## config.mk

```make
export PLATFORM = sky130hd
export DESIGN_NAME = sled_diag
export DESIGN_NICKNAME = d
export VERILOG_FILES = /design/src/logic/sled_pkg.sv /design/src/logic/sled_diag.sv
export SDC_FILE = /design/constraint.sdc
export NUM_CORES = 1
export LEC_CHECK = 0
export ABC_CLOCK_PERIOD_IN_PS = 2600
export BUFFER_PORTS_ARGS = -buffer_cell sky130_fd_sc_hd__buf_2
export CORE_ASPECT_RATIO = 1.5
export CORE_UTILIZATION = 25
export DETAILED_ROUTE_END_ITERATION = 12
export PLACE_DENSITY = 0.41
export SLEW_MARGIN = 10
export SYNTH_ARGS = -nofsm -noshare
export SYNTH_HDL_FRONTEND = slang
export SYNTH_SLANG_ARGS = --single-unit
```

## constraint.sdc

```tcl
create_clock -name mclk -period 2.6 [get_ports mclk]
set_input_delay 0.52 -clock mclk [delete_from_list [all_inputs] [get_ports mclk]]
set_output_delay 0.52 -clock mclk [all_outputs]
set_load 0.005 [all_outputs]
```

## src/logic/sled_pkg.sv

```systemverilog
package sled_pkg;

  // ****************************************************************
  // sizes
  // ****************************************************************
  localparam int NUM_INPUTS = 6;
  localparam int SEL_W      = 4;
  localparam int ADDR_W     = 8;
  localparam int DATA_W     = 32;
  localparam int SYNC_STAGES = 2;

  // ****************************************************************
  // timing
  // ****************************************************************
  localparam longint CLK_HZ        = 64'd20_000_000;
  localparam longint LOCK_OFF_MS   = 64'd1000;
  localparam longint BLINK_HALF_MS = 64'd500;
  localparam int LOCK_OFF_CYC   = int'((LOCK_OFF_MS * CLK_HZ + 64'd999) / 64'd1000);
  localparam int BLINK_HALF_CYC = int'((BLINK_HALF_MS * CLK_HZ) / 64'd1000);

  // ****************************************************************
  // register map
  // ****************************************************************
  localparam logic [ADDR_W-1:0] REG_IRQ_STATUS = 8'h00;
  localparam logic [ADDR_W-1:0] REG_IRQ_CLEAR  = 8'h04;
  localparam logic [ADDR_W-1:0] REG_IRQ_ENABLE = 8'h08;
  localparam logic [ADDR_W-1:0] REG_LAMPS      = 8'h0c;
  localparam logic [ADDR_W-1:0] REG_SELECT     = 8'h10;
  localparam logic [ADDR_W-1:0] REG_ERRORS     = 8'h14;

  // irq status bits
  localparam int IRQ_W         = 4;
  localparam int IRQ_SYNC      = 0;
  localparam int IRQ_LOCK      = 1;
  localparam int IRQ_ERROR     = 2;
  localparam int IRQ_LOCK_DONE = 3;
  localparam logic [IRQ_W-1:0] IRQ_ENABLE_RST = 4'h0;

  // latched error bits, lowest index shown first
  localparam int ERR_W       = 7;
  localparam int ERR_GENERAL = 0;
  localparam int ERR_CONFIG  = 1;
  localparam int ERR_POWER   = 2;
  localparam int ERR_OUTPUT  = 3;
  localparam int ERR_EXT_OUT = 4;
  localparam int ERR_START_X = 5;
  localparam int ERR_INPUT_X = 6;

  // lamp word layout
  localparam int LAMP_POWER = 0;
  localparam int LAMP_FAULT = 1;
  localparam int LAMP_STATE = 2;
  localparam int LAMP_START = 3;
  localparam int LAMP_IN0   = 4;

  // ****************************************************************
  // carriers
  // ****************************************************************
  typedef struct packed {
    logic                  outputs_active;
    logic                  start_met;
    logic                  start_wait;
    logic [NUM_INPUTS-1:0] input_active;
  } sled_status_type;

  typedef struct packed {
    logic                  sync_alert;
    logic                  lock_alert;
    logic [NUM_INPUTS-1:0] inputs;
  } sled_alert_type;

  typedef struct packed {
    logic                  general;
    logic                  power;
    logic                  output_fail;
    logic                  ext_output_fail;
    logic                  start_cross;
    logic [NUM_INPUTS-1:0] input_cross;
  } sled_error_type;

  typedef struct packed {
    logic                  power;
    logic                  fault;
    logic                  state;
    logic                  start;
    logic [NUM_INPUTS-1:0] inputs;
  } sled_lamp_type;

endpackage : sled_pkg

```

## src/logic/sled_diag.sv

```systemverilog
// Operation
// - The output-state lamp is lit while the safety outputs are active and dark otherwise.
// - The start lamp is dark when unmet, lit when met and flashing while waiting.
// - Each input lamp follows its input, lit when active, outside alert or error display.
// - An alert flashes the fault lamp and the involved input lamps and forces the safe state.
// - A synchronization alert flashes the two input lamps in opposite phase.
// - An interlock alert flashes both input lamps in phase and blocks outputs until 1 s idle.
// - A detected error lights the fault lamp solid and latches the safe state until reset.
// - General error flashes state, start and inputs together; configuration error lights them.
// - A supply error keeps the fault lamp solid and flashes the power lamp.
// - An own output error keeps the fault lamp solid and flashes the state lamp.
// - A start input cross circuit keeps the fault lamp solid and flashes the start lamp.
// - An extension output error flashes the state and start lamps together.
// - A single input cross circuit flashes that input's lamp.
// - A cross circuit of two inputs flashes both input lamps in phase.
// - Selectors are taken once after power-up and any later change is a configuration error.
`timescale 1ns/1ps

module sled_diag #(
  parameter int LOCK_OFF_CYC   = sled_pkg::LOCK_OFF_CYC,
  parameter int BLINK_HALF_CYC = sled_pkg::BLINK_HALF_CYC
) (
  // clock and reset
  input  wire logic                             mclk,
  input  wire logic                             srst,
  // safety core
  input  wire sled_pkg::sled_status_type        status,
  input  wire sled_pkg::sled_alert_type         alert,
  input  wire sled_pkg::sled_error_type         error,
  // selector pins
  input  wire logic [sled_pkg::SEL_W-1:0]       sel_app_pin,
  input  wire logic [sled_pkg::SEL_W-1:0]       sel_start_pin,
  // register port
  input  wire logic [sled_pkg::ADDR_W-1:0]      reg_addr,
  input  wire logic [sled_pkg::DATA_W-1:0]      reg_wdata,
  input  wire logic                             reg_wr,
  input  wire logic                             reg_rd,
  output logic      [sled_pkg::DATA_W-1:0]      reg_rdata,
  // lamps and core feedback
  output sled_pkg::sled_lamp_type               lamps,
  output logic                                  safe_state,
  output logic                                  irq
);

  localparam int N      = sled_pkg::NUM_INPUTS;
  localparam int BW     = $clog2(BLINK_HALF_CYC + 1);
  localparam int LW     = $clog2(LOCK_OFF_CYC + 1);
  localparam int SW     = 2 * sled_pkg::SEL_W;
  localparam int LAMP_W = sled_pkg::LAMP_IN0 + N;

  // ****************************************************************
  // blink source
  // ****************************************************************
  logic [BW-1:0] blink_cnt_q;
  logic          blink_tick;
  logic          blink_q;

  // one divider for every flashing lamp keeps all phases locked
  assign blink_tick = (blink_cnt_q == BW'(BLINK_HALF_CYC - 1));

  always_ff @(posedge mclk) begin
    if (srst || blink_tick) begin
      blink_cnt_q <= '0;
    end else begin
      blink_cnt_q <= blink_cnt_q + BW'(1);
    end
  end

  always_ff @(posedge mclk) begin
    if (srst) begin
      blink_q <= 1'b0;
    end else if (blink_tick) begin
      blink_q <= ~blink_q;
    end
  end

  // ****************************************************************
  // selector capture
  // ****************************************************************
  logic [SW-1:0] sel_meta_q;
  logic [SW-1:0] sel_sync_q;
  logic [SW-1:0] sel_cap_q;
  logic [1:0]    settle_q;
  logic          sel_valid_q;
  logic          cfg_err;

  always_ff @(posedge mclk) begin
    if (srst) begin
      sel_meta_q <= '0;
      sel_sync_q <= '0;
    end else begin
      sel_meta_q <= {sel_app_pin, sel_start_pin};
      sel_sync_q <= sel_meta_q;
    end
  end

  // wait for the synchroniser to fill before taking the positions
  always_ff @(posedge mclk) begin
    if (srst) begin
      settle_q    <= '0;
      sel_valid_q <= 1'b0;
      sel_cap_q   <= '0;
    end else if (!sel_valid_q) begin
      if (settle_q == 2'(sled_pkg::SYNC_STAGES)) begin
        sel_valid_q <= 1'b1;
        sel_cap_q   <= sel_sync_q;
      end else begin
        settle_q <= settle_q + 2'(1);
      end
    end
  end

  assign cfg_err = sel_valid_q && (sel_sync_q != sel_cap_q);

  // ****************************************************************
  // error latch
  // ****************************************************************
  logic [sled_pkg::ERR_W-1:0] err_q;
  logic [N-1:0]               err_in_q;
  logic                       err_any;

  // cleared only by the power-up reset, never by software
  always_ff @(posedge mclk) begin
    if (srst) begin
      err_q    <= '0;
      err_in_q <= '0;
    end else begin
      err_q[sled_pkg::ERR_GENERAL] <= err_q[sled_pkg::ERR_GENERAL] | error.general;
      err_q[sled_pkg::ERR_CONFIG]  <= err_q[sled_pkg::ERR_CONFIG] | cfg_err;
      err_q[sled_pkg::ERR_POWER]   <= err_q[sled_pkg::ERR_POWER] | error.power;
      err_q[sled_pkg::ERR_OUTPUT]  <= err_q[sled_pkg::ERR_OUTPUT] | error.output_fail;
      err_q[sled_pkg::ERR_EXT_OUT] <= err_q[sled_pkg::ERR_EXT_OUT] | error.ext_output_fail;
      err_q[sled_pkg::ERR_START_X] <= err_q[sled_pkg::ERR_START_X] | error.start_cross;
      err_q[sled_pkg::ERR_INPUT_X] <= err_q[sled_pkg::ERR_INPUT_X] | (|error.input_cross);
      err_in_q                     <= err_in_q | error.input_cross;
    end
  end

  assign err_any = |err_q;

  // ****************************************************************
  // interlock hold-off
  // ****************************************************************
  logic [LW-1:0] lock_cnt_q;
  logic [N-1:0]  lock_mask_q;
  logic          lock_hold_q;
  logic          lock_quiet;
  logic          lock_done;

  assign lock_quiet = ~alert.lock_alert && ((status.input_active & lock_mask_q) == '0);
  assign lock_done  = lock_hold_q && lock_quiet && (lock_cnt_q == LW'(LOCK_OFF_CYC - 1));

  always_ff @(posedge mclk) begin
    if (srst) begin
      lock_hold_q <= 1'b0;
      lock_mask_q <= '0;
      lock_cnt_q  <= '0;
    end else if (alert.lock_alert) begin
      // a second interlock on other inputs only widens the mask
      lock_hold_q <= 1'b1;
      lock_mask_q <= lock_mask_q | alert.inputs;
      lock_cnt_q  <= '0;
    end else if (!lock_hold_q || !lock_quiet) begin
      lock_cnt_q <= '0;
    end else if (lock_done) begin
      lock_hold_q <= 1'b0;
      lock_mask_q <= '0;
      lock_cnt_q  <= '0;
    end else begin
      lock_cnt_q <= lock_cnt_q + LW'(1);
    end
  end

  // ****************************************************************
  // safe state
  // ****************************************************************
  always_ff @(posedge mclk) begin
    if (srst) begin
      safe_state <= 1'b1;
    end else begin
      // alerts release by themselves, errors never do
      safe_state <= err_any | alert.sync_alert | alert.lock_alert | lock_hold_q;
    end
  end

  // ****************************************************************
  // lamp selection
  // ****************************************************************
  sled_pkg::sled_lamp_type lamp_d;
  logic [N-1:0]            odd_pos;

  // pairs are neighbouring inputs; the odd one of a pair runs inverted
  always_comb begin
    for (int i = 0; i < N; i++) begin
      odd_pos[i] = (i % 2) == 1;
    end
  end

  always_comb begin
    lamp_d        = '0;
    lamp_d.power  = 1'b1;
    lamp_d.state  = status.outputs_active;
    lamp_d.start  = status.start_met | (status.start_wait & blink_q);
    lamp_d.inputs = status.input_active;
    if (err_any) begin
      // the latched error with the lowest index decides the picture
      lamp_d.fault  = 1'b1;
      lamp_d.state  = 1'b0;
      lamp_d.start  = 1'b0;
      lamp_d.inputs = '0;
      if (err_q[sled_pkg::ERR_GENERAL]) begin
        lamp_d.state  = blink_q;
        lamp_d.start  = blink_q;
        lamp_d.inputs = {N{blink_q}};
      end else if (err_q[sled_pkg::ERR_CONFIG]) begin
        lamp_d.state  = 1'b1;
        lamp_d.start  = 1'b1;
        lamp_d.inputs = '1;
      end else if (err_q[sled_pkg::ERR_POWER]) begin
        lamp_d.power = blink_q;
      end else if (err_q[sled_pkg::ERR_OUTPUT]) begin
        lamp_d.state = blink_q;
      end else if (err_q[sled_pkg::ERR_EXT_OUT]) begin
        lamp_d.state = blink_q;
        lamp_d.start = blink_q;
      end else if (err_q[sled_pkg::ERR_START_X]) begin
        lamp_d.start = blink_q;
      end else begin
        lamp_d.inputs = err_in_q & {N{blink_q}};
      end
    end else if (alert.sync_alert) begin
      lamp_d.fault = blink_q;
      for (int i = 0; i < N; i++) begin
        if (alert.inputs[i]) begin
          lamp_d.inputs[i] = blink_q ^ odd_pos[i];
        end
      end
    end else if (alert.lock_alert) begin
      lamp_d.fault  = blink_q;
      lamp_d.inputs = (status.input_active & ~alert.inputs) | (alert.inputs & {N{blink_q}});
    end
  end

  always_ff @(posedge mclk) begin
    if (srst) begin
      lamps <= '0;
    end else begin
      lamps <= lamp_d;
    end
  end

  // ****************************************************************
  // interrupt status
  // ****************************************************************
  logic [sled_pkg::IRQ_W-1:0] irq_stat_q;
  logic [sled_pkg::IRQ_W-1:0] irq_en_q;
  logic [sled_pkg::IRQ_W-1:0] irq_set;
  logic [sled_pkg::IRQ_W-1:0] irq_clr;
  logic [sled_pkg::IRQ_W-1:0] irq_stat_d;
  logic [sled_pkg::IRQ_W-1:0] irq_en_d;
  logic                       err_any_q;

  always_ff @(posedge mclk) begin
    if (srst) begin
      err_any_q <= 1'b0;
    end else begin
      err_any_q <= err_any;
    end
  end

  always_comb begin
    irq_set                          = '0;
    irq_set[sled_pkg::IRQ_SYNC]      = alert.sync_alert;
    irq_set[sled_pkg::IRQ_LOCK]      = alert.lock_alert;
    irq_set[sled_pkg::IRQ_ERROR]     = err_any & ~err_any_q;
    irq_set[sled_pkg::IRQ_LOCK_DONE] = lock_done;
  end

  assign irq_clr = (reg_wr && reg_addr == sled_pkg::REG_IRQ_CLEAR) ?
                   reg_wdata[sled_pkg::IRQ_W-1:0] : '0;

  // a new event in the clearing cycle survives
  assign irq_stat_d = (irq_stat_q & ~irq_clr) | irq_set;

  always_ff @(posedge mclk) begin
    if (srst) begin
      irq_stat_q <= '0;
    end else begin
      irq_stat_q <= irq_stat_d;
    end
  end

  assign irq_en_d = (reg_wr && reg_addr == sled_pkg::REG_IRQ_ENABLE) ?
                    reg_wdata[sled_pkg::IRQ_W-1:0] : irq_en_q;

  always_ff @(posedge mclk) begin
    if (srst) begin
      irq_en_q <= sled_pkg::IRQ_ENABLE_RST;
    end else begin
      irq_en_q <= irq_en_d;
    end
  end

  // built from next values so the pin moves with the status bits and never glitches
  always_ff @(posedge mclk) begin
    if (srst) begin
      irq <= 1'b0;
    end else begin
      irq <= |(irq_stat_d & irq_en_d);
    end
  end

  // ****************************************************************
  // register read
  // ****************************************************************
  logic [sled_pkg::DATA_W-1:0] rd_d;

  always_comb begin
    rd_d = '0;
    if (reg_addr == sled_pkg::REG_IRQ_STATUS) begin
      rd_d[sled_pkg::IRQ_W-1:0] = irq_stat_q;
    end else if (reg_addr == sled_pkg::REG_IRQ_ENABLE) begin
      rd_d[sled_pkg::IRQ_W-1:0] = irq_en_q;
    end else if (reg_addr == sled_pkg::REG_LAMPS) begin
      rd_d[LAMP_W-1:0] = {lamps.inputs, lamps.start, lamps.state, lamps.fault, lamps.power};
    end else if (reg_addr == sled_pkg::REG_SELECT) begin
      rd_d[SW-1:0] = sel_cap_q;
      rd_d[SW]     = sel_valid_q;
    end else if (reg_addr == sled_pkg::REG_ERRORS) begin
      rd_d[sled_pkg::ERR_W-1:0]     = err_q;
      rd_d[sled_pkg::ERR_W+N-1 -: N] = err_in_q;
    end
  end

  always_ff @(posedge mclk) begin
    if (srst) begin
      reg_rdata <= '0;
    end else if (reg_rd) begin
      reg_rdata <= rd_d;
    end else begin
      reg_rdata <= '0;
    end
  end

endmodule : sled_diag

```

# [Yosys cells after proc, flatten, opt, wreduce, memory -nomap -nowiden]
# Index checks and enable logic that the tools add are counted.
[totals] out_inout_bits=44 elab_cells=137 in_bits=80 register_bits=150
[op_classes] n_reduce_logical=23 bitwise=32 n_eq_ne=10 n_mux=43 addsub=3
[ops] operator="2-to-1 mux 6 bit" count=8
[ops] operator="adder 25 x 1 -> 25 bit, second input constant" count=1
[ops] operator="== test 25 bit, second input constant" count=1
[ops] operator="adder 24 x 1 -> 24 bit, second input constant" count=1
[ops] operator="bitwise AND 6 bit" count=4
[ops] operator="== test 24 bit, second input constant" count=1
[ops] operator="2-to-1 mux 8 bit" count=3
[ops] operator="2-to-1 mux 1 bit" count=22
[ops] operator="2-to-1 mux 4 bit" count=5
[ops] operator="OR 6 bit" count=3
[ops] operator="== test 8 x 4 -> 1 bit, second input constant" count=2
[ops] operator="== test 8 x 5 -> 1 bit, second input constant" count=2
[ops] operator="OR reduction 7 bit" count=2
[ops] operator="2-to-1 mux 13 bit" count=1
[ops] operator="OR reduction 4 bit" count=3
[ops] operator="OR 1 bit" count=11
[ops] operator="2-to-1 mux 10 bit" count=1
[ops] operator="2-to-1 mux 9 bit" count=1
[ops] operator="bitwise AND 4 bit" count=2
[ops] operator="== test 8 x 3 -> 1 bit, second input constant" count=1
[ops] operator="logical NOT 8 bit" count=1
[ops] operator="inequality test 8 bit" count=1
[ops] operator="2-to-1 mux 7 bit" count=1
[ops] operator="inverter 1 bit" count=7
[ops] operator="other kinds (16)" count=26

# [Longest topological paths before layout]
[depth] depth_word=8 depth_mapped=8

# [Worst setup path after synthesis]
# OpenSTA, ideal clock, no wires.
[synth_timing] path_kind="input to register" from="input reg_addr[7] (netlist bit)" to="register irq" cell_stages=5 slack_ns=0.490 t_required_ns=2.462 arrival_ns=1.972 n_path_buf=0 cell_sequence="or4_4 nor3_4 mux2_2 a22oi_1 o221ai_1"
[synth_via] elab_chain_cells=8
[synth_lines] element="from (decl)" line_no="sled_diag.sv:34" text="input wire logic [sled_pkg::ADDR_W-1:0] reg_addr,"
[synth_lines] element="== test 8 x 3 -> 1 bit" line_no="sled_diag.sv:279" text="assign irq_clr = (reg_wr && reg_addr == sled_pkg::REG_IRQ_CLEAR) ?"
[synth_lines] element="logical AND 1 bit" line_no="sled_diag.sv:279"
[synth_lines] element="2-to-1 mux 4 bit" line_no="sled_diag.sv:279"
[synth_lines] element="inverter 4 bit" line_no="sled_diag.sv:283" text="assign irq_stat_d = (irq_stat_q & ~irq_clr) | irq_set;"
[synth_lines] element="bitwise AND 4 bit" line_no="sled_diag.sv:283"
[synth_lines] element="OR 4 bit" line_no="sled_diag.sv:283"
[synth_lines] element="bitwise AND 4 bit (*)" line_no="sled_diag.sv:309" text="irq <= |(irq_stat_d & irq_en_d);"
[synth_lines] element="OR reduction 4 bit (*)" line_no="sled_diag.sv:309"
[synth_lines] element="to (signal assigned)" line_no="sled_diag.sv:309"
[synth_lines] element="to (decl)" line_no="sled_diag.sv:42" text="output logic irq"
# Mark *: on every way between the ends. The rest lies on a longest branch, timed or not.
# A chain may end at the register's enable or synchronous reset.

# [Final worst setup path]
[layout_timing] from="register err_q[2] (netlist bit)" to="register lamps[1] (netlist bit)"
[layout_via] elab_chain_cells=4
[layout_lines] element="from (decl)" line_no="sled_diag.sv:118" text="logic [sled_pkg::ERR_W-1:0] err_q;"
[layout_lines] element="from (signal, indexed assignment)" line_no="sled_diag.sv:128" text="err_q[sled_pkg::ERR_GENERAL] <= err_q[sled_pkg::ERR_GENERAL] | error.general;"
[layout_lines] element="from (signal, indexed assignment)" line_no="sled_diag.sv:129" text="err_q[sled_pkg::ERR_CONFIG] <= err_q[sled_pkg::ERR_CONFIG] | cfg_err;"
[layout_lines] element="from (signal, indexed assignment)" line_no="sled_diag.sv:130" text="err_q[sled_pkg::ERR_POWER] <= err_q[sled_pkg::ERR_POWER] | error.power;"
[layout_lines] element="2-to-1 mux 8 bit" line_no="sled_diag.sv:219" text="end else if (err_q[sled_pkg::ERR_POWER]) begin"
[layout_lines] element="2-to-1 mux 8 bit" line_no="sled_diag.sv:215" text="end else if (err_q[sled_pkg::ERR_CONFIG]) begin"
[layout_lines] element="2-to-1 mux 8 bit" line_no="sled_diag.sv:211" text="if (err_q[sled_pkg::ERR_GENERAL]) begin"
[layout_lines] element="2-to-1 mux 6 bit (*)" line_no="sled_diag.sv:205" text="if (err_any) begin"
[layout_lines] element="to (signal assigned)" line_no="sled_diag.sv:248" text="lamps <= lamp_d;"
[layout_lines] element="to (decl)" line_no="sled_diag.sv:40" text="output sled_pkg::sled_lamp_type lamps,"
# Marked as above.

==> qor.log <==
[status] outcome finished clean
[drt] total iterations of the first detailed-routing run 4
[floorplan] die outline width 123.2 um
[critical_path] critical path capture point type flop
[placement] GPL Wtd Cong 0.7779
[floorplan] initial core utilization 0.2548
[floorplan] Floorplan Core Area 0.02164 mm^2
[yosys] Avg Synthesized Cell Area 9.037 um^2
[drt] number of DRC violations after detailed-routing iteration 0 233
[cts] root buffer selected by CTS clkbuf_16
[drt] final wirelength 13.93 mm
[placement] placed wire-length estimate after detailed placement 10.48 mm
[yosys] XOR/XNOR share of the synthesized area 0.08261
[cts] total clock sinks 131
[sta] highest attainable clock frequency 0.4783 GHz
[sta] endpoints failing setup 0
[drt] Post-DRT Antenna Nets 0
[sta] share of the clock period used by the worst path after layout 0.8042
[yosys] adder and majority cell fraction of the synthesized area 0.006809
[grt] grt total ovfl 0
[power] leakage power total 2.622 nW
[critical_path] CP max stage cell or4_4
[worst_hold_path] path type of the worst min-delay path in -> reg
[yosys] share of async-settable or async-resettable flops after synthesis 0
[yosys] simple logic cell fraction of the synthesized area 0.2631
[cts] number of buffers inserted for hold repair after clock tree synthesis 0
[critical_path] worst-path cell chain or4_4 > or4_1 > a221oi_1 > a211oi_1
[final_layout] Final #Nets 773
[floorplan] row count 66
[cts] clock-pin transition on the worst setup and hold timing paths 0.06 ns
[drt] wire length per cell 14.30 um
[sta] minimum clock period after layout 2.091 ns
[final_layout] register cell area after layout 0.002623 mm^2
[cts] worst-case clock buffer depth 2
[sta] slew margin rel. 0.6267
[placement] count of port buffers added during placement 76
[yosys] Primary FF master, synth dfxtp_1
[final_layout] post-route cell area 0.006751 mm^2
[power] Worst VDD drop 373.8 uV
[cts] number of clock buffers inserted by TritonCTS 17
[sta] total count of hold-check failures in the final report 0
[final_layout] most used cells in the layout excluding fill and tap cells dfxtp_1, nor2_1, buf_2
[final_layout] relative area change from synthesis to final layout 22.47%
[sta] Layout Skew 0.01016 ns
[critical_path] required time of the worst setup path 2.87 ns
[critical_path] Largest stage delay, worst path 0.58 ns
[drt] DRC 0
[final_layout] fraction of final layout cells sized beyond drive strength 1 0.1923
[sta] setup repair after global routing missed its margin false
[yosys] largest family of logic cells by synthesized area simple AND/OR/NAND/NOR gates
[yosys] Seq/Total Area, Yosys 0.4757
[yosys] count of flip-flops with a built-in enable after synthesis 0
[grt] number of global-route vias before repair 4306
[final_layout] Filler Cell Count 2321
[yosys] mux contribution to synthesized area 0.03586
[critical_path] arrival time of the worst setup path 2.36 ns
[drt] total number of vias 4374
[run] max-cap violation count 0
[final_layout] most common cell after layout, fill and taps aside dfxtp_1
[cts] buffers inserted by post-CTS timing repair 0
[floorplan] count of pins on the block boundary 124
[placement] placement-stage cell area 0.006117 mm^2
[critical_path] maximum net fanout on the critical path 6
[floorplan] Die Y-Extent 183.9 um
[sta] sum of negative setup slack 0 ns
[drt] routed vias/inst 4.491
[power] PwrDens 752.2 mW/mm^2
[yosys] cell count after synthesis 610
[yosys] number of synthesis warnings 0
[grt] pin count of the biggest net entering global routing 54
[yosys] number of distinct library cells after synthesis 51
[yosys] post-synthesis register bit count 131
[yosys] netlist area before placement 0.005513 mm^2
[grt] Total Routing Usage GR 0.1306
[cts] H-tree Lvls 4
[final_layout] area occupied by multi-input gates 0.002650 mm^2
[grt] initial antenna violation count 0
[floorplan] DIE AREA 0.02266 mm^2
[final_layout] ANT cells 0
[grt] global-route wire length before repair 22.11 mm
[cts] CTS tree built
[cts] post-cts repair resize count 0
[critical_path] worst setup path class reg -> reg
[cts] clk_lat worst skew 0.42 ns
[sta] number of max-slew violations in the final report 0
[yosys] Compound-Gate Fraction of Synth Area 0.07944
[sta] actual transition at the worst max-transition pin 0.5548 ns
[critical_path] type of element launching the critical path flop
## logic make-up (layout without fill, tap and decap cells)
logic type               Yosys count  count (layout)
AO/OA/AOI/OAI                     65              65
XOR/XNOR                          52              52
adder cells (fa/ha/maj)            3               3
buffers and inverters             56             130
flip-flops                       131             131
multiplexers                      19              19
other                              1              19
AND/OR/NAND/NOR                  283             283
## worst max-delay path, delay by kind of cell, from the launching register on
family,cells,cell delay (ns)
and+or+nand+nor,2,1.08
AOI/OAI and AO/OA,2,0.51
DFF,1,0.35
## flip-flops by register name, indices dropped and copies added, names as in the netlist, 7 cells and up
| name | cells |
|---|---|
| blink_cnt_q | 24 |
| err_q | 7 |
| lamps | 10 |
| lock_cnt_q | 25 |
| reg_rdata | 13 |
| sel_cap_q | 8 |
| sel_meta_q | 8 |
| sel_sync_q | 8 |
## cells in the mapped netlist, types with 11 or more instances
master | number | area (um^2)
dfxtp_1 | 131 | 2623
nor2_1 | 115 | 431.7
nand2_1 | 40 | 150.1
xor2_1 | 29 | 254.0
xnor2_1 | 23 | 201.4
a21oi_1 | 21 | 105.1
nor2b_1 | 21 | 131.4
buf_4 | 20 | 150.1
nand4_1 | 19 | 118.9
clkbuf_1 | 15 | 56.30
nand3_1 | 14 | 70.07
inv_1 | 13 | 48.80
mux2i_1 | 13 | 130.1
nor4_1 | 13 | 81.33
and2_1 | 11 | 68.82
## per-layer routing
metal  global-route usage  part of all wire  vias to the layer above
met5                    0                 0                        -
met4              0.06361             0.027                        0
met3              0.03660             0.046                       23
met2               0.2302              0.52                       91
met1               0.1406              0.41                     2046
li1                     -                 -                     2214
## final timing paths
check | from | to | slack (ns) | cells past startpoint
max | err_q[2] | lamps[1] | 0.51 | 4
min | sel_app_pin[0] | sel_meta_q[4] | 0.31 | 2
min reg2reg | sel_meta_q[4] | sel_sync_q[4] | 0.43 | 1
max reg2reg | err_q[2] | lamps[1] | 0.51 | 4
## per-stage QoR
stage | total power, W | util | hold WS, ns | cells | worst slack [ns]
final | 0.005079 | 0.3121 | 0.3118 | 974 | 0.5091
after global routing | 0.005296 | 0.3121 | 0.3046 | 974 | 0.4306
after CTS | 0.005158 | 0.3121 | 0.2924 | 974 | 0.4928
after detailed placement | 0.002576 | 0.2827 | 0.4220 | 943 | 0.1578
after global placement | 0.002567 | 0.2827 | 0.4247 | 943 | 0.1841
after floorplan | 0.002448 | - | 0.4138 | 628 | 0.4897
## power by group
group          leakage (nW)  internal [W]  switching [W]
sequential             1.07       0.00209      0.0000745
clock                 0.286       0.00165       0.000903
combinational          1.27      0.000164       0.000195
## cell type report
| type | count | area share |
|---|---|---|
| multi-input cells | 441 | 0.3925 |
| repair buffers | 86 | 0.06746 |
| inverters | 13 | 0.007228 |
| flip-flops and latches | 131 | 0.3884 |
| well taps | 272 | 0.05041 |
| clock inverters | 12 | 0.02687 |
| clock buffers | 19 | 0.06709 |
No activity file was read; power rests on OpenSTA's default activity.
